File: src/core/dacr_defs.vh
// register map, field positions, reset values and pattern words of the converter config bank
`ifndef DACR_DEFS_VH
`define DACR_DEFS_VH

`define DACR_ADDR_CHAN_SEL 8'h05
`define DACR_ADDR_POWER 8'h08
`define DACR_ADDR_CLOCK 8'h09
`define DACR_ADDR_PATTERN 8'h0D
`define DACR_ADDR_SELF_CHECK 8'h0E
`define DACR_ADDR_INPUT 8'h0F
`define DACR_ADDR_TRIM 8'h10
`define DACR_ADDR_FORMAT 8'h14
`define DACR_ADDR_PHASE 8'h16
`define DACR_ADDR_REF 8'h18
`define DACR_ADDR_SIG_LO 8'h24
`define DACR_ADDR_SIG_HI 8'h25
`define DACR_ADDR_XFER 8'hFF

`define DACR_RST_CHAN_SEL 8'hFF
`define DACR_RST_POWER 8'h00
`define DACR_RST_CLOCK 8'h01
`define DACR_RST_PATTERN 8'h00
`define DACR_RST_SELF_CHECK 8'h00
`define DACR_RST_INPUT 8'h00
`define DACR_RST_TRIM 8'h00
`define DACR_RST_FORMAT 8'h00
`define DACR_RST_PHASE 8'h00
`define DACR_RST_REF 8'h00
`define DACR_RST_SIG 16'h0000
`define DACR_RST_XFER 8'hFF
`define DACR_XFER_CMD 8'h01
`define DACR_READ_UNMAPPED 8'h00

// field positions
`define DACR_SEL_A 0
`define DACR_SEL_B 1
`define DACR_XFER_BIT 0
`define DACR_PD_LSB 0
`define DACR_PD_MSB 1
`define DACR_CLK_DCS 0
`define DACR_CLK_BOOST 1
`define DACR_PAT_MODE_LSB 0
`define DACR_PAT_MODE_MSB 2
`define DACR_PAT_RST_SHORT 4
`define DACR_PAT_RST_LONG 5
`define DACR_CHK_EN 0
`define DACR_CHK_INIT 2
`define DACR_IN_CM_EN 1
`define DACR_IN_DISC 2
`define DACR_TRIM_MSB 3
`define DACR_FMT_LSB 0
`define DACR_FMT_MSB 1
`define DACR_FMT_INVERT 2
`define DACR_FMT_DISABLE 4
`define DACR_PHASE_INV 7
`define DACR_REF_MSB 4

// pattern codes
`define DACR_PM_OFF 3'b000
`define DACR_PM_MID 3'b001
`define DACR_PM_POS_FS 3'b010
`define DACR_PM_NEG_FS 3'b011
`define DACR_PM_CHECKER 3'b100
`define DACR_PM_LONG 3'b101
`define DACR_PM_SHORT 3'b110
`define DACR_PM_TOGGLE 3'b111

// output format codes
`define DACR_FMT_OFFSET_BIN 2'b00
`define DACR_FMT_TWOS 2'b01
`define DACR_FMT_GRAY 2'b10

// pattern words and generator seeds
`define DACR_WORD_MID 8'h80
`define DACR_WORD_POS_FS 8'hFF
`define DACR_WORD_NEG_FS 8'h00
`define DACR_WORD_CHECK0 8'hAA
`define DACR_WORD_CHECK1 8'h55
`define DACR_WORD_ONES 8'hFF
`define DACR_WORD_ZEROS 8'h00
`define DACR_LONG_SEED 23'h7FFFFF
`define DACR_SHORT_SEED 9'h1FF
`define DACR_LONG_TAP 18
`define DACR_SHORT_TAP 5

`endif

File: src/core/dacr_patgen.v
// per-channel output test pattern generator
`default_nettype none

module dacr_patgen
(
	input wire clk,
	input wire rst,
	input wire [2:0] mode,
	input wire long_reset,
	input wire short_reset,
	output reg [7:0] pattern_r
);
`include "dacr_defs.vh"

	reg [22:0] long_r;
	reg [8:0] short_r;
	reg phase_r;
	reg [7:0] pattern_nxt;
	reg [22:0] long_nxt;
	reg [8:0] short_nxt;
	integer i;

	// eight serial steps per sample, so each long word carries eight fresh sequence bits, each short word seven
	always @*
	begin
		long_nxt = long_r;
		short_nxt = short_r;
		for (i = 0; i < 8; i = i + 1)
		begin
			long_nxt = {long_nxt[21:0], long_nxt[22] ^ long_nxt[`DACR_LONG_TAP - 1]};
			short_nxt = {short_nxt[7:0], short_nxt[8] ^ short_nxt[`DACR_SHORT_TAP - 1]};
		end
	end

	always @*
	begin
		case (mode)
			`DACR_PM_MID: pattern_nxt = `DACR_WORD_MID;
			`DACR_PM_POS_FS: pattern_nxt = `DACR_WORD_POS_FS;
			`DACR_PM_NEG_FS: pattern_nxt = `DACR_WORD_NEG_FS;
			`DACR_PM_CHECKER: pattern_nxt = phase_r ? `DACR_WORD_CHECK1 : `DACR_WORD_CHECK0;
			`DACR_PM_LONG: pattern_nxt = long_r[22:15];
			`DACR_PM_SHORT: pattern_nxt = {short_r[8:2], short_r[0]};
			`DACR_PM_TOGGLE: pattern_nxt = phase_r ? `DACR_WORD_ZEROS : `DACR_WORD_ONES;
			default: pattern_nxt = 8'h00;
		endcase
	end

	always @(posedge clk)
	begin
		if (rst)
		begin
			long_r <= `DACR_LONG_SEED;
			short_r <= `DACR_SHORT_SEED;
			phase_r <= 1'b0;
			pattern_r <= 8'h00;
		end
		else
		begin
			phase_r <= ~phase_r;
			pattern_r <= pattern_nxt;
			// generators held at seed while their reset bit stands
			long_r <= long_reset ? `DACR_LONG_SEED : long_nxt;
			short_r <= short_reset ? `DACR_SHORT_SEED : short_nxt;
		end
	end

endmodule // dacr_patgen

`default_nettype wire

File: src/core/dacr_regs.v
// configuration register bank and output datapath of the dual 8-bit converter
// Summary of operation
// - index register picks channels for next write; resets to 0xFF, all channels.
// - index bit 0 selects A, bit 1 B; both set writes both channels.
// - read with both index bits set returns the channel A copy.
// - program writes act only after 0x01 to transfer; all update; bit self-clears.
// - test mode 000 disables patterns, 001 drives constant midscale word.
// - test mode 010 drives positive full scale, 011 negative full scale.
// - test mode 100 checkerboard, 101 long pseudorandom sequence.
// - test mode 110 short pseudorandom sequence, 111 all-ones/all-zeros toggle.
// - separate test-mode bits reset long and short generators to seed.
// - offset trim is four-bit two's complement, +7 to -8, zero no change.
// - reference register scales reference and full scale; reset selects nominal.
// - signature low byte per channel is read-only, resets to zero.
// - signature high byte per channel is read-only, resets to zero.
`default_nettype none

module dacr_regs
(
	input wire REF_CLK,
	input wire RST,
	input wire REG_WR,
	input wire REG_RD,
	input wire [7:0] REG_ADDR,
	input wire [7:0] REG_WDATA,
	output reg [7:0] REG_RDATA,
	output reg REG_RVALID,
	input wire [7:0] SAMPLE_A,
	input wire [7:0] SAMPLE_B,
	output reg [7:0] DATA_A,
	output reg [7:0] DATA_B,
	output reg OUT_EN_A,
	output reg OUT_EN_B,
	output reg [1:0] POWER_DOWN,
	output reg DUTY_STAB_EN,
	output reg CLOCK_BOOST,
	output reg CM_INPUT_EN,
	output reg ANALOG_DISC_A,
	output reg ANALOG_DISC_B,
	output reg OUTPUT_DATA_CLOCK_INV,
	output reg [4:0] REF_SCALE
);
`include "dacr_defs.vh"

	// master copies written by the host
	reg [7:0] chan_sel_r;
	reg [7:0] xfer_r;
	reg [7:0] m_power_r, m_clock_r, m_phase_r, m_ref_r, m_cm_r;
	reg [7:0] m_pat_a_r, m_pat_b_r, m_chk_a_r, m_chk_b_r, m_in_a_r, m_in_b_r;
	reg [7:0] m_trim_a_r, m_trim_b_r, m_fmt_a_r, m_fmt_b_r;
	// active copies that steer the part
	reg [7:0] a_pat_a_r, a_pat_b_r, a_chk_a_r, a_chk_b_r;
	reg [7:0] a_trim_a_r, a_trim_b_r, a_fmt_a_r, a_fmt_b_r;
	reg [15:0] sig_a_r, sig_b_r;
	reg [7:0] rdata_nxt;
	wire wr_a, wr_b, xfer_go, rd_b;
	wire [7:0] pat_a, pat_b;
	// reset word picked apart by field, so each option flop gets only its own bit
	localparam [7:0] clock_reset_word = `DACR_RST_CLOCK;

	assign wr_a = REG_WR & chan_sel_r[`DACR_SEL_A];
	assign wr_b = REG_WR & chan_sel_r[`DACR_SEL_B];
	// reads go to B only when A is not also selected
	assign rd_b = chan_sel_r[`DACR_SEL_B] & ~chan_sel_r[`DACR_SEL_A];
	assign xfer_go = xfer_r[`DACR_XFER_BIT];

	// trim, format, invert of one sample; saturates rather than wrapping at the rails
	function [7:0] shape;
		input [7:0] s;
		input [7:0] trim;
		input [7:0] fmt;
		reg [9:0] sum;
		reg [7:0] v;
		begin
			sum = {2'b00, s} + {{6{trim[`DACR_TRIM_MSB]}}, trim[3:0]};
			if (sum[9])
				v = 8'h00;
			else if (sum[8])
				v = 8'hFF;
			else
				v = sum[7:0];
			case (fmt[`DACR_FMT_MSB:`DACR_FMT_LSB])
				`DACR_FMT_TWOS: v = {~v[7], v[6:0]};
				`DACR_FMT_GRAY: v = v ^ {1'b0, v[7:1]};
				default: v = v;
			endcase
			shape = fmt[`DACR_FMT_INVERT] ? ~v : v;
		end
	endfunction

	// one signature step; polynomial x^16+x^12+x^5+1 folded with the output word
	function [15:0] sig_step;
		input [15:0] sig;
		input [7:0] d;
		begin
			sig_step = {sig[14:0], sig[15] ^ sig[11] ^ sig[4]} ^ {8'h00, d};
		end
	endfunction

	dacr_patgen u_pat_a
	(
		.clk(REF_CLK),
		.rst(RST),
		.mode(a_pat_a_r[`DACR_PAT_MODE_MSB:`DACR_PAT_MODE_LSB]),
		.long_reset(a_pat_a_r[`DACR_PAT_RST_LONG]),
		.short_reset(a_pat_a_r[`DACR_PAT_RST_SHORT]),
		.pattern_r(pat_a)
	);

	dacr_patgen u_pat_b
	(
		.clk(REF_CLK),
		.rst(RST),
		.mode(a_pat_b_r[`DACR_PAT_MODE_MSB:`DACR_PAT_MODE_LSB]),
		.long_reset(a_pat_b_r[`DACR_PAT_RST_LONG]),
		.short_reset(a_pat_b_r[`DACR_PAT_RST_SHORT]),
		.pattern_r(pat_b)
	);

	// host writes into index, transfer and master copies
	always @(posedge REF_CLK)
	begin
		if (RST)
		begin
			chan_sel_r <= `DACR_RST_CHAN_SEL;
			xfer_r <= `DACR_RST_XFER;
			m_power_r <= `DACR_RST_POWER;
			m_clock_r <= `DACR_RST_CLOCK;
			m_phase_r <= `DACR_RST_PHASE;
			m_ref_r <= `DACR_RST_REF;
			m_cm_r <= `DACR_RST_INPUT;
			m_pat_a_r <= `DACR_RST_PATTERN;
			m_pat_b_r <= `DACR_RST_PATTERN;
			m_chk_a_r <= `DACR_RST_SELF_CHECK;
			m_chk_b_r <= `DACR_RST_SELF_CHECK;
			m_in_a_r <= `DACR_RST_INPUT;
			m_in_b_r <= `DACR_RST_INPUT;
			m_trim_a_r <= `DACR_RST_TRIM;
			m_trim_b_r <= `DACR_RST_TRIM;
			m_fmt_a_r <= `DACR_RST_FORMAT;
			m_fmt_b_r <= `DACR_RST_FORMAT;
		end
		else
		begin
			// transfer bit lasts one cycle; a fresh write in that cycle wins
			if (REG_WR && REG_ADDR == `DACR_ADDR_XFER)
				xfer_r <= REG_WDATA;
			else
				xfer_r <= {xfer_r[7:1], 1'b0};
			if (REG_WR)
			begin
				case (REG_ADDR)
					`DACR_ADDR_CHAN_SEL: chan_sel_r <= REG_WDATA;
					`DACR_ADDR_POWER: m_power_r <= REG_WDATA;
					`DACR_ADDR_CLOCK: m_clock_r <= REG_WDATA;
					`DACR_ADDR_PHASE: m_phase_r <= REG_WDATA;
					`DACR_ADDR_REF: m_ref_r <= REG_WDATA;
					`DACR_ADDR_INPUT: m_cm_r <= REG_WDATA;
					default: m_power_r <= m_power_r;
				endcase
			end
			if (wr_a)
			begin
				case (REG_ADDR)
					`DACR_ADDR_PATTERN: m_pat_a_r <= REG_WDATA;
					`DACR_ADDR_SELF_CHECK: m_chk_a_r <= REG_WDATA;
					`DACR_ADDR_INPUT: m_in_a_r <= REG_WDATA;
					`DACR_ADDR_TRIM: m_trim_a_r <= REG_WDATA;
					`DACR_ADDR_FORMAT: m_fmt_a_r <= REG_WDATA;
					default: m_pat_a_r <= m_pat_a_r;
				endcase
			end
			if (wr_b)
			begin
				case (REG_ADDR)
					`DACR_ADDR_PATTERN: m_pat_b_r <= REG_WDATA;
					`DACR_ADDR_SELF_CHECK: m_chk_b_r <= REG_WDATA;
					`DACR_ADDR_INPUT: m_in_b_r <= REG_WDATA;
					`DACR_ADDR_TRIM: m_trim_b_r <= REG_WDATA;
					`DACR_ADDR_FORMAT: m_fmt_b_r <= REG_WDATA;
					default: m_pat_b_r <= m_pat_b_r;
				endcase
			end
		end
	end

	// active copies load together, only on the transfer pulse
	always @(posedge REF_CLK)
	begin
		if (RST)
		begin
			a_pat_a_r <= `DACR_RST_PATTERN;
			a_pat_b_r <= `DACR_RST_PATTERN;
			a_chk_a_r <= `DACR_RST_SELF_CHECK;
			a_chk_b_r <= `DACR_RST_SELF_CHECK;
			a_trim_a_r <= `DACR_RST_TRIM;
			a_trim_b_r <= `DACR_RST_TRIM;
			a_fmt_a_r <= `DACR_RST_FORMAT;
			a_fmt_b_r <= `DACR_RST_FORMAT;
			POWER_DOWN <= 2'b00;
			DUTY_STAB_EN <= clock_reset_word[`DACR_CLK_DCS];
			CLOCK_BOOST <= clock_reset_word[`DACR_CLK_BOOST];
			CM_INPUT_EN <= 1'b0;
			ANALOG_DISC_A <= 1'b0;
			ANALOG_DISC_B <= 1'b0;
			OUTPUT_DATA_CLOCK_INV <= 1'b0;
			REF_SCALE <= 5'h00;
		end
		else if (xfer_go)
		begin
			a_pat_a_r <= m_pat_a_r;
			a_pat_b_r <= m_pat_b_r;
			a_chk_a_r <= m_chk_a_r;
			a_chk_b_r <= m_chk_b_r;
			a_trim_a_r <= m_trim_a_r;
			a_trim_b_r <= m_trim_b_r;
			a_fmt_a_r <= m_fmt_a_r;
			a_fmt_b_r <= m_fmt_b_r;
			// reserved codes pass through unchanged; software must not use them
			POWER_DOWN <= m_power_r[`DACR_PD_MSB:`DACR_PD_LSB];
			DUTY_STAB_EN <= m_clock_r[`DACR_CLK_DCS];
			CLOCK_BOOST <= m_clock_r[`DACR_CLK_BOOST];
			CM_INPUT_EN <= m_cm_r[`DACR_IN_CM_EN];
			ANALOG_DISC_A <= m_in_a_r[`DACR_IN_DISC];
			ANALOG_DISC_B <= m_in_b_r[`DACR_IN_DISC];
			OUTPUT_DATA_CLOCK_INV <= m_phase_r[`DACR_PHASE_INV];
			REF_SCALE <= m_ref_r[`DACR_REF_MSB:0];
		end
	end

	// output datapath and signature registers
	always @(posedge REF_CLK)
	begin
		if (RST)
		begin
			DATA_A <= 8'h00;
			DATA_B <= 8'h00;
			OUT_EN_A <= 1'b1;
			OUT_EN_B <= 1'b1;
			sig_a_r <= `DACR_RST_SIG;
			sig_b_r <= `DACR_RST_SIG;
		end
		else
		begin
			OUT_EN_A <= ~a_fmt_a_r[`DACR_FMT_DISABLE];
			OUT_EN_B <= ~a_fmt_b_r[`DACR_FMT_DISABLE];
			if (a_pat_a_r[`DACR_PAT_MODE_MSB:`DACR_PAT_MODE_LSB] != `DACR_PM_OFF)
				DATA_A <= pat_a;
			else
				DATA_A <= shape(SAMPLE_A, a_trim_a_r, a_fmt_a_r);
			if (a_pat_b_r[`DACR_PAT_MODE_MSB:`DACR_PAT_MODE_LSB] != `DACR_PM_OFF)
				DATA_B <= pat_b;
			else
				DATA_B <= shape(SAMPLE_B, a_trim_b_r, a_fmt_b_r);
			// init holds the signature at zero; enable folds each output word in
			if (a_chk_a_r[`DACR_CHK_INIT])
				sig_a_r <= `DACR_RST_SIG;
			else if (a_chk_a_r[`DACR_CHK_EN])
				sig_a_r <= sig_step(sig_a_r, DATA_A);
			if (a_chk_b_r[`DACR_CHK_INIT])
				sig_b_r <= `DACR_RST_SIG;
			else if (a_chk_b_r[`DACR_CHK_EN])
				sig_b_r <= sig_step(sig_b_r, DATA_B);
		end
	end

	// read mux returns master copies, signatures are read-only
	always @*
	begin
		case (REG_ADDR)
			`DACR_ADDR_CHAN_SEL: rdata_nxt = chan_sel_r;
			`DACR_ADDR_XFER: rdata_nxt = xfer_r;
			`DACR_ADDR_POWER: rdata_nxt = m_power_r;
			`DACR_ADDR_CLOCK: rdata_nxt = m_clock_r;
			`DACR_ADDR_PHASE: rdata_nxt = m_phase_r;
			`DACR_ADDR_REF: rdata_nxt = m_ref_r;
			`DACR_ADDR_PATTERN: rdata_nxt = rd_b ? m_pat_b_r : m_pat_a_r;
			`DACR_ADDR_SELF_CHECK: rdata_nxt = rd_b ? m_chk_b_r : m_chk_a_r;
			`DACR_ADDR_INPUT: rdata_nxt = (rd_b ? m_in_b_r : m_in_a_r) | (m_cm_r & 8'h02);
			`DACR_ADDR_TRIM: rdata_nxt = rd_b ? m_trim_b_r : m_trim_a_r;
			`DACR_ADDR_FORMAT: rdata_nxt = rd_b ? m_fmt_b_r : m_fmt_a_r;
			`DACR_ADDR_SIG_LO: rdata_nxt = rd_b ? sig_b_r[7:0] : sig_a_r[7:0];
			`DACR_ADDR_SIG_HI: rdata_nxt = rd_b ? sig_b_r[15:8] : sig_a_r[15:8];
			default: rdata_nxt = `DACR_READ_UNMAPPED;
		endcase
	end

	always @(posedge REF_CLK)
	begin
		if (RST)
		begin
			REG_RDATA <= 8'h00;
			REG_RVALID <= 1'b0;
		end
		else
		begin
			REG_RVALID <= REG_RD;
			if (REG_RD)
				REG_RDATA <= rdata_nxt;
		end
	end

endmodule // dacr_regs

`default_nettype wire

File: config.mk
export PLATFORM = sky130hd
export DESIGN_NAME = dacr_regs
export DESIGN_NICKNAME = d
export VERILOG_FILES = /design/src/core/dacr_patgen.v /design/src/core/dacr_regs.v
export VERILOG_INCLUDE_DIRS = /design/src /design/src/core
export SDC_FILE = /design/constraint.sdc
export NUM_CORES = 1
export LEC_CHECK = 0
export ABC_AREA = 1
export BUFFER_PORTS_ARGS = -buffer_cell sky130_fd_sc_hd__buf_2
export CAP_MARGIN = 10
export CORE_AREA = 2 2 149 165
export CTS_BUF_LIST = sky130_fd_sc_hd__clkbuf_2 sky130_fd_sc_hd__clkbuf_4 sky130_fd_sc_hd__clkbuf_8
export DETAILED_ROUTE_END_ITERATION = 12
export DIE_AREA = 0 0 151 167
export HOLD_SLACK_MARGIN = 0.12
export PLACE_DENSITY_LB_ADDON = 0.3
export REMOVE_ABC_BUFFERS = 1
export SETUP_SLACK_MARGIN = 0.02
export SLEW_MARGIN = 20
export SYNTH_ARGS = -nofsm -noshare
export SYNTH_HDL_FRONTEND = slang
export SYNTH_SLANG_ARGS = --single-unit
File: constraint.sdc
create_clock -name REF_CLK -period 2.6 [get_ports REF_CLK]
set_input_delay 0.26 -clock REF_CLK [delete_from_list [all_inputs] [get_ports REF_CLK]]
set_output_delay 0.26 -clock REF_CLK [all_outputs]
set_load 0.005 [all_outputs]
; ---- Word-level counts from Yosys, hierarchy flattened
; Index checks and enable logic that the tools add are counted.
[totals]
latchBits = 0
input_bits = 36
out_inout_bits = 40
ff_bits = 320
memories = 0
ram_bits = 0
mem_bits_ro = 0
word_cells = 192
[classes]
mux = 33
div_mod_pow = 0
shift = 0
bitwise_logic = 53
eq_ne = 29
n_reduce_logical = 25
multipliers = 0
n_addsub = 2
n_lt_le_gt_ge = 0
[ops]
columns = op, count
row1 = 8-bit 2-to-1 mux, 27
row2 = 8-bit one-hot mux with 13 select lines, 1
row3 = 8-bit one-hot mux with 6 select lines, 2
row4 = "8-bit by 4-bit == test with 1-bit output, second input constant", 5
row5 = 1-bit XOR, 36
row6 = "8-bit by 5-bit == test with 1-bit output, second input constant", 4
row7 = 8-bit one-hot mux with 2 select lines, 2
row8 = 2-bit AND reduction, 16
row9 = 16-bit by 8-bit XOR with 16-bit output, 2
row10 = "3-bit == test, second input constant", 8
row11 = 9-bit by 4-bit adder with 10-bit output, 2
row12 = "8-bit by 6-bit == test with 1-bit output, second input constant", 2
row13 = 8-bit NOT, 2
row14 = 8-bit by 7-bit XOR with 8-bit output, 2
row15 = 2-bit OR reduction, 6
row16 = "8-bit by 3-bit == test with 1-bit output, second input constant", 1
row17 = "8-bit == test, second input constant", 1
row18 = 8-bit by 2-bit OR with 8-bit output, 1
row19 = 1-bit NOT, 7
row20 = "3-bit by 1-bit == test with 1-bit output, second input constant", 2
row21 = "3-bit by 2-bit == test with 1-bit output, second input constant", 2
row22 = 3-bit nonzero test, 2
row23 = "2-bit by 1-bit == test with 1-bit output, second input constant", 2
row24 = "2-bit == test, second input constant", 2
row25 = 3 further kinds, 5

; ---- Logic depth before layout (Yosys ltp)
; Gate-level depths: netlist (run 1).
[depth]
word_depth = 12
mapped_depth = 18

; ---- Hierarchy
; Synthesis (run 1) repeated with hierarchy kept, for this count alone.
[unflattened]
hier_cells = 2058
area_unflattened_um2 = 14664.1
[modules_own_cells]
columns = module, n_inst, cells_each, seq_area_each_um2, area_per_inst_um2
row1 = dacr_regs, 1, 1676, 4624.4, 11523.6
row2 = dacr_patgen, 2, 191, 820.8, 1570.3

; ---- Worst setup path after synthesis (run 1)
; OpenSTA, ideal clock, no wires.
[synth_timing]
path_kind = register -> register
start = register a_trim_b_r[0]
end = register DATA_B[6]
path_buffers = 0
setup_ns = 0.117
arrival_ns = 2.019
path_stages_with_launch = 17
slack_ns = 0.464
synth_period_minus_slack_ns = 2.136
cell_sequence = dfxtp_1 ha_1 fa_1 nand3_1 nand3_1 nand2_1 nand2_1 nand2_1 nand2_4 nand2_1 nand2_1 nand2_1 nand3_1 nand3_1 nand2_1 nor2_1 nor2_1
[synth_between]
elab_chain_len = 12
[synth_rtl]
columns = element, line_no
row1 = from (decl), dacr_regs.v:53  ; reg [7:0] a_trim_a_r, a_trim_b_r, a_fmt_a_r, a_fmt_b_r;
row2 = from (signal assigned), dacr_regs.v:197  ; a_trim_b_r <= `DACR_RST_TRIM;
row3 = from (signal assigned), dacr_regs.v:216  ; a_trim_b_r <= m_trim_b_r;
row4 = 9-bit by 4-bit adder with 10-bit output *, dacr_regs.v:75  ; sum = {2'b00, s} + {{6{trim[`DACR_TRIM_MSB]}}, trim[3:0]};
row5 = 8-bit 2-to-1 mux, dacr_regs.v:78  ; else if (sum[8])
row6 = 8-bit 2-to-1 mux *, dacr_regs.v:76  ; if (sum[9])
row7 = 8-bit 2-to-1 mux *, dacr_regs.v:251  ; if (a_pat_b_r[`DACR_PAT_MODE_MSB:`DACR_PAT_MODE_LSB] != `DACR_PM_OFF)
row8 = 8-bit 2-to-1 mux *, dacr_regs.v:234  ; if (RST)
row9 = 8-bit by 7-bit XOR with 8-bit output, dacr_regs.v:84  ; `DACR_FMT_GRAY: v = v ^ {1'b0, v[7:1]};
row10 = 8-bit one-hot mux with 2 select lines *, dacr_regs.v:82  ; case (fmt[`DACR_FMT_MSB:`DACR_FMT_LSB])
row11 = 8-bit 2-to-1 mux *, dacr_regs.v:251
row12 = 8-bit 2-to-1 mux *, dacr_regs.v:234
row13 = 8-bit NOT, dacr_regs.v:87  ; shape = fmt[`DACR_FMT_INVERT] ? ~v : v;
row14 = 8-bit 2-to-1 mux *, dacr_regs.v:87
row15 = 8-bit 2-to-1 mux *, dacr_regs.v:251
row16 = to (signal assigned), dacr_regs.v:252  ; DATA_B <= pat_b;
row17 = to (signal assigned), dacr_regs.v:254  ; DATA_B <= shape(SAMPLE_B, a_trim_b_r, a_fmt_b_r);
row18 = to (decl), dacr_regs.v:31  ; output reg [7:0] DATA_B,
; Every way passes the cells marked *; elsewhere a longest branch is shown, timed or not. The select of a mux whose other input is x is not followed.
; A chain may end at the register's enable or synchronous reset.

; ---- Worst setup path in the final report (run 1)
[layout_timing]
start = register a_trim_a_r[0]
end = register DATA_A[2]
[layout_between]
elab_chain_len = 12
[layout_rtl]
columns = element, line_no
row1 = from (decl), dacr_regs.v:53
row2 = from (signal assigned), dacr_regs.v:196  ; a_trim_a_r <= `DACR_RST_TRIM;
row3 = from (signal assigned), dacr_regs.v:215  ; a_trim_a_r <= m_trim_a_r;
row4 = 9-bit by 4-bit adder with 10-bit output *, dacr_regs.v:75
row5 = 8-bit 2-to-1 mux, dacr_regs.v:78
row6 = 8-bit 2-to-1 mux *, dacr_regs.v:76
row7 = 8-bit 2-to-1 mux *, dacr_regs.v:247  ; if (a_pat_a_r[`DACR_PAT_MODE_MSB:`DACR_PAT_MODE_LSB] != `DACR_PM_OFF)
row8 = 8-bit 2-to-1 mux *, dacr_regs.v:234
row9 = 8-bit by 7-bit XOR with 8-bit output, dacr_regs.v:84
row10 = 8-bit one-hot mux with 2 select lines *, dacr_regs.v:82
row11 = 8-bit 2-to-1 mux *, dacr_regs.v:247
row12 = 8-bit 2-to-1 mux *, dacr_regs.v:234
row13 = 8-bit NOT, dacr_regs.v:87
row14 = 8-bit 2-to-1 mux *, dacr_regs.v:87
row15 = 8-bit 2-to-1 mux *, dacr_regs.v:247
row16 = to (signal assigned), dacr_regs.v:248  ; DATA_A <= pat_a;
row17 = to (signal assigned), dacr_regs.v:250  ; DATA_A <= shape(SAMPLE_A, a_trim_a_r, a_fmt_a_r);
row18 = to (decl), dacr_regs.v:30  ; output reg [7:0] DATA_A,
; Marked as above.

==> impl_metrics.toml, run 1 <==
[status]
status = "completed"

[timing]
grt_setup_unrepaired = "no"
min_period_over_period_pct = 90.8
finalHoldViolations = 0
max_slew.worst_pin.slew_ns = 0.815
min_period_ns = 2.36
finalSetupTns_ns = 0
clock_skew_ns = 0.0342
maxSlewHeadroom_pct = 45.0
drv_slew = 0
fmax_mhz = 424
finalSetupViolations = 0

[grt]
overflow = 0
track_usage_pct = 30.0
antenna_found_initial = 0
grt_pass1_vias = 12600
grt_pass1_wl_um = 61200
grt_max_degree = 89

[routing]
ant_nets = 0
drt_iter0_drc = 1028
firstDrtPassIters = 7
viasPerCell = 5.53
wl_per_cell_um = 15.6
wl_um = 38100
post-route-drc-count = 0
vias = 13500

[critical_path]
slowest_delay_ns = 0.41
startpoint = "a_trim_a_r[0]"
endpoint_kind = "flip-flop"
crit_buf_inv = 1
critPathKind = "reg -> reg"
start_kind = "flip-flop"
reg2reg_from = "a_trim_a_r[0]"
cp_data_arrival_time_ns = 2.81
cp_slowest_cell = "fa_1"
worstPathMaxFanout = 9
path_cells = "ha_1, fa_1, nand3_1, nand3_1, nand2_1, nand3_1, nand2_4, nand2_1, nand2_1, nand2_1, nand2_1, nand2_1, nand3_1, nand3_1, nand2_1, inv_1"
critPathTopFamily = "simple AND/OR/NAND/NOR gates"
crit_top_cell = "nand2_1"
crit_required_ns = 3.05

[die]
io_pins = 76
initial_utilization_pct = 61.4
fp.dieW_um = 151
die_area_um2 = 25200
die_y_um = 167
core.rowCount = 59
core_um2 = 23500

[final_layout]
nFillCells = 2037
layout.nets = 2167
multiInputGateArea_um2 = 6830
area_delta_synth_final_pct = 11.5
antenna_cells = 0
regArea_um2 = 6270
design_area_um2 = 16100
final_layout_size_suffix_gt1_share_pct = 11.7

[worst_hold_path]
hold_path_class = "in -> reg"
min-delay-start = "REG_WDATA[6]"

[power]
total_leakage_power_nw = 7.35
power.density_nw_per_um2 = 670
ir_worst_vdd_mv = 0.413
power.total_mw = 10.8

[clocking]
ctsLongestPathBuffers = 3
clock-sinks = 313
cts_buffers = 49
htreeDepth = 2
cts-root-buf = "clkbuf_8"
cts_tree = "built"
clock_latency_ns = 0.57
path_clk_slew_ns = 0.06

[synth]
syn_area_um2 = 14400
syn_inst = 2043
synth_cell_types = 43
syn_area_per_cell_um2 = 7.06
ys_seq_elements = 313
yosysWarnings = 0
seq_area_frac_synth_pct = 43.4

[placed_design]
portBuffers = 75
dp_hpwl_um = 27000
placed_cell_area_um2 = 15000
routabilityCongestion = 0.918

[run]
drv_cap = 0
final cells by class:
cell class              instances  area share, %
inverters                     257           6.09
multi-input cells            1383           42.5
flip-flops and latches        313           39.0
clock buffers                  71           5.61
clock inverters                 9          0.521
well taps                     305           2.37
repair buffers                103           3.95
worst paths after layout:
path,slack [ns],cells past startpoint,end
worst max register to register,0.24,16,DATA_A[2]
worst min-delay path,0.14,3,m_fmt_a_r[6]
worst max-delay path,0.24,16,DATA_A[2]
worst min register to register,0.39,1,OUT_EN_A
layer usage:
metal	track usage, %	wire length, um	vias to the layer above
li1	-	-	6711
met1	38.2	15900	6161
met2	49.2	17600	500
met3	5.67	3010	120
met4	13.5	1630	0
met5	0	0	-
cells by family (layout without fill, tap and decap cells):
group	after synthesis	in the layout	synth area share (%)
adder cells (fa/ha/maj)	24	24	2.19
flip-flops	313	313	43.4
buffers and inverters	347	440	9.47
XOR/XNOR	38	38	2.31
AND/OR/NAND/NOR	877	877	25.8
AO/OA/AOI/OAI	444	444	16.8
cell usage in the layout (no fill, tap or decap), types with 5 or more instances in the layout:
| cell | instances |
|---|---|
| buf_4 | 20 |
| nor3_1 | 14 |
| o2bb2ai_1 | 5 |
| o211ai_1 | 20 |
| a211oi_1 | 8 |
| clkinv_2 | 7 |
| clkbuf_8 | 59 |
| dfxtp_1 | 311 |
| dlygate4sd3_1 | 5 |
| inv_1 | 239 |
| nor2_1 | 154 |
| clkbuf_4 | 12 |
| o21ai_1 | 20 |
| buf_2 | 75 |
| xor2_1 | 18 |
| nand3_1 | 139 |
| o22ai_1 | 8 |
| xnor2_1 | 20 |
| a21oi_2 | 8 |
| inv_2 | 13 |
| a221oi_1 | 14 |
| nand2_4 | 6 |
| or2_2 | 18 |
| o21ai_0 | 175 |
| ha_1 | 21 |
| nand2_1 | 508 |
| a21oi_1 | 180 |
| nand4_1 | 16 |
| nand2_2 | 6 |
flip-flops by register name, summed over array words and instances, names as in the netlist, 9 cells and up:
signal and count:
u_pat_a.short_r 9, u_pat_b.short_r 9, sig_b_r 16, sig_a_r 16, u_pat_b.long_r 23, u_pat_a.long_r 23
worst register-to-register path, stage by stage (launching register included):
cell     delay, ns
dfxtp_1       0.33
ha_1          0.24
fa_1          0.41
nand3_1       0.10
nand3_1       0.14
nand2_1       0.11
nand3_1       0.12
nand2_4       0.14
nand2_1       0.12
nand2_1       0.16
nand2_1       0.07
nand2_1       0.06
nand2_1       0.05
nand3_1       0.06
nand3_1       0.07
nand2_1       0.06
inv_1         0.03
Yosys cell counts, drive strengths merged:
| master | number | share of area, % |
|---|---|---|
| a211oi | 8 | 0.42 |
| a21oi | 188 | 6.7 |
| a221oi | 14 | 0.85 |
| a31oi | 1 | 0.043 |
| and2 | 1 | 0.043 |
| buf | 22 | 0.92 |
| bufinv | 1 | 0.12 |
| clkbuf | 68 | 1.8 |
| clkinv | 3 | 0.078 |
| dfxtp | 313 | 43 |
| fa | 2 | 0.28 |
| ha | 22 | 1.9 |
| inv | 253 | 6.6 |
| nand2 | 520 | 14 |
| nand3 | 143 | 5.1 |
| nand3b | 1 | 0.052 |
| nand4 | 16 | 0.69 |
| nor2 | 160 | 4.4 |
| nor3 | 16 | 0.67 |
| nor4 | 2 | 0.29 |
| o211ai | 20 | 1.0 |
| o21ai | 197 | 6.9 |
| o21bai | 1 | 0.052 |
| o22ai | 8 | 0.35 |
| o2bb2ai | 5 | 0.30 |
| o311ai | 2 | 0.12 |
| or2 | 18 | 0.78 |
| xnor2 | 20 | 1.2 |
| xor2 | 18 | 1.1 |
per-stage QoR:
stage | std cells | utilization, % | setup slack [ns] | hold slack (ns)
2_1_floorplan | 1953 | - | -0.539 | 0.327
3_3_place_gp | 2356 | 63.9 | 0.189 | 0.373
3_5_place_dp | 2356 | 63.9 | 0.133 | 0.374
4_1_cts | 2441 | 68.3 | 0.204 | 0.122
5_1_grt | 2441 | 68.5 | 0.0331 | 0.144
6_report | 2441 | 68.5 | 0.240 | 0.145
report_power, final:
part | leakage, nW | internal [mW] | switching, mW | total, mW
logic | 4.27 | 0.497 | 0.827 | 1.32
registers | 2.56 | 5.05 | 0.208 | 5.26
clock network | 0.524 | 2.31 | 1.87 | 4.19
total | 7.35 | 7.86 | 2.91 | 10.8
what timing repair did:
action | 4_1_cts | 5_1_grt
hold buffers | 5 | 0
gates resized for setup | 0 | 8
hold endpoints to repair | 22 | 0
endpoints found under the setup margin | 0 | 8
buffers inserted | 0 | 0
Power figures use the tool's default switching activity.
==> inputs of run 2 (changes only) <==
--- a/config.mk
+++ b/config.mk
@@ -9,10 +9,10 @@
 export ABC_AREA = 1
 export BUFFER_PORTS_ARGS = -buffer_cell sky130_fd_sc_hd__buf_2
 export CAP_MARGIN = 10
-export CORE_AREA = 2 2 149 165
+export CORE_AREA = 2 2 155 172
 export CTS_BUF_LIST = sky130_fd_sc_hd__clkbuf_2 sky130_fd_sc_hd__clkbuf_4 sky130_fd_sc_hd__clkbuf_8
 export DETAILED_ROUTE_END_ITERATION = 12
-export DIE_AREA = 0 0 151 167
+export DIE_AREA = 0 0 157 174
 export HOLD_SLACK_MARGIN = 0.12
 export PLACE_DENSITY_LB_ADDON = 0.3
 export REMOVE_ABC_BUFFERS = 1
==> constraint.sdc (replaced) <==
create_clock -name REF_CLK -period 2 [get_ports REF_CLK]
set_input_delay 0.2 -clock REF_CLK [delete_from_list [all_inputs] [get_ports REF_CLK]]
set_output_delay 0.2 -clock REF_CLK [all_outputs]
set_load 0.005 [all_outputs]
==> impl_metrics.toml, run 2 (synthesized netlist as in run 1, its figures left out) <==
[grt]
grt_max_degree = 69
antenna_found_initial = 0
track_usage_pct = 28.5
grt_pass1_wl_um = 63300
grt_pass1_vias = 13100
overflow = 0

[die]
core.rowCount = 62
die_area_um2 = 27300
die_y_um = 174
initial_utilization_pct = 56.2
fp.dieW_um = 157
io_pins = 76
core_um2 = 25700

[clocking]
clock_latency_ns = 0.58
cts-root-buf = "clkbuf_8"
clock-sinks = 313
cts_buffers = 50
path_clk_slew_ns = 0.07
ctsLongestPathBuffers = 3
htreeDepth = 2
cts_tree = "built"

[critical_path]
cp_data_arrival_time_ns = 2.68
crit_top_cell = "nand2_1"
path_cells = "ha_4, fa_2, nand3_2, nand3_4, buf_6, nand2_1, nand2_1, nand2_1, nand2_2, nand2_4, nand2_4, nand2_4, nand3_2, nand3_2, nand2_1, nor2_1, nor2_1"
startpoint = "a_trim_b_r[0]"
reg2reg_from = "a_trim_b_r[0]"
slowest_delay_ns = 0.35
critPathKind = "reg -> reg"
endpoint_kind = "flip-flop"
critPathTopFamily = "simple AND/OR/NAND/NOR gates"
start_kind = "flip-flop"
worstPathMaxFanout = 3
crit_required_ns = 2.47
cp_slowest_cell = "fa_2"
crit_buf_inv = 1

[routing]
wl_per_cell_um = 15.8
post-route-drc-count = 0
wl_um = 41300
ant_nets = 0
vias = 14100
firstDrtPassIters = 6
viasPerCell = 5.40
drt_iter0_drc = 1149

[placed_design]
placed_cell_area_um2 = 15600
routabilityCongestion = 0.879
portBuffers = 75
place_ws_ns = -0.272
numPlacedInstances = 2473
dp_hpwl_um = 26600

[final_layout]
area_delta_synth_final_pct = 25.4
reg.largest.list = "u_pat_a.long_r (23), u_pat_b.long_r (23)"
final_layout_size_suffix_gt1_share_pct = 22.1
fin_cells = 2605
design_area_um2 = 18100
layout.nets = 2273
antenna_cells = 0
final_core_util_pct = 70.4
final_cell_mix = "nand2_1, dfxtp_1, inv_1"
final_common_cell = "nand2_1"

[timing]
grt_setup_unrepaired = "yes"
min_period_ns = 2.21
drv_slew = 0
worst_slack_ns = -0.208
fmax_mhz = 453
finalSetupViolations = 16
finalSetupTns_ns = -2.06
max_slew.worst_pin.slew_ns = 0.787
clock_skew_ns = 0.0128
min_period_over_period_pct = 110
finalHoldViolations = 0
maxSlewHeadroom_pct = 47.1

[worst_hold_path]
hold_path_class = "in -> reg"
min-delay-start = "REG_ADDR[3]"

[status]
violations = "negative setup slack"
status = "finished, violations left"

[run]
drv_cap = 0

[power]
power.density_nw_per_um2 = 850
ir_worst_vdd_mv = 0.555
total_leakage_power_nw = 8.18
## run 2: cell types whose count changed in the layout (fill, tap and decap cells not counted), moves of 14 or more
| cell | delta |
|---|---|
| buf_4 | +82 |
| ha_1 | -14 |
| nand2_1 | -61 |
| nand2_2 | +32 |
| nand2_4 | +23 |
| nand3_1 | -31 |
| nand3_2 | +26 |
## run 2: repair_timing
action,CTS,global route
cloned,2,1
endpoints found under the setup margin,16,22
hold buffers,11,0
setup buffers,16,11
hold endpoints to repair,90,0
pin swaps,30,63
gates resized for setup,113,104
## run 2: path summary, 6_finish.rpt
path / end / slack (ns) / cells past startpoint
worst max-delay path: DATA_B[6] / -0.21 / 17
worst min register to register: OUT_EN_B / 0.38 / 1
worst max register to register: DATA_B[6] / -0.21 / 17
worst min-delay path: m_chk_a_r[3] / 0.19 / 5
## run 2: layer usage
metal  share of wire, %  vias up  global-route usage, %
li1                   -     6967                      -
met1                 41     6428                   35.9
met2                 47      526                   48.2
met3                6.5      141                   4.59
met4                4.8        0                   12.3
met5                  0        -                      0
## run 2: power breakdown
part | internal (mW) | switching, mW | total [mW]
sequential | 6.56 | 0.254 | 6.82
clock | 3.68 | 2.56 | 6.24
combinational | 0.942 | 1.37 | 2.31
total | 11.2 | 4.18 | 15.4
## run 2: tightest hold or removal path: stages
cell     delay, ns
buf_2         0.15
nand3_1       0.14
nor2_4        0.09
nand3_1       0.07
a21oi_1       0.07
## run 2: final cells by class
| cell class | count | area (um2) |
|---|---|---|
| Sequential cell | 313 | 6280 |
| Clock buffer | 79 | 993 |
| Multi-Input combinational cell | 1385 | 7700 |
| Tap cell | 352 | 440 |
| Inverter | 257 | 980 |
| Timing Repair Buffer | 206 | 1510 |
| Fill cell | 1984 | 7590 |
| Clock inverter | 13 | 178 |
## run 2: through the flow
step | total power [mW] | hold slack, ns
floorplan | 8.06 | 0.267
global placement | 8.68 | 0.375
detailed placement | 8.73 | 0.372
CTS | 15.2 | 0.159
global route | 16.0 | 0.188
finish | 15.4 | 0.189
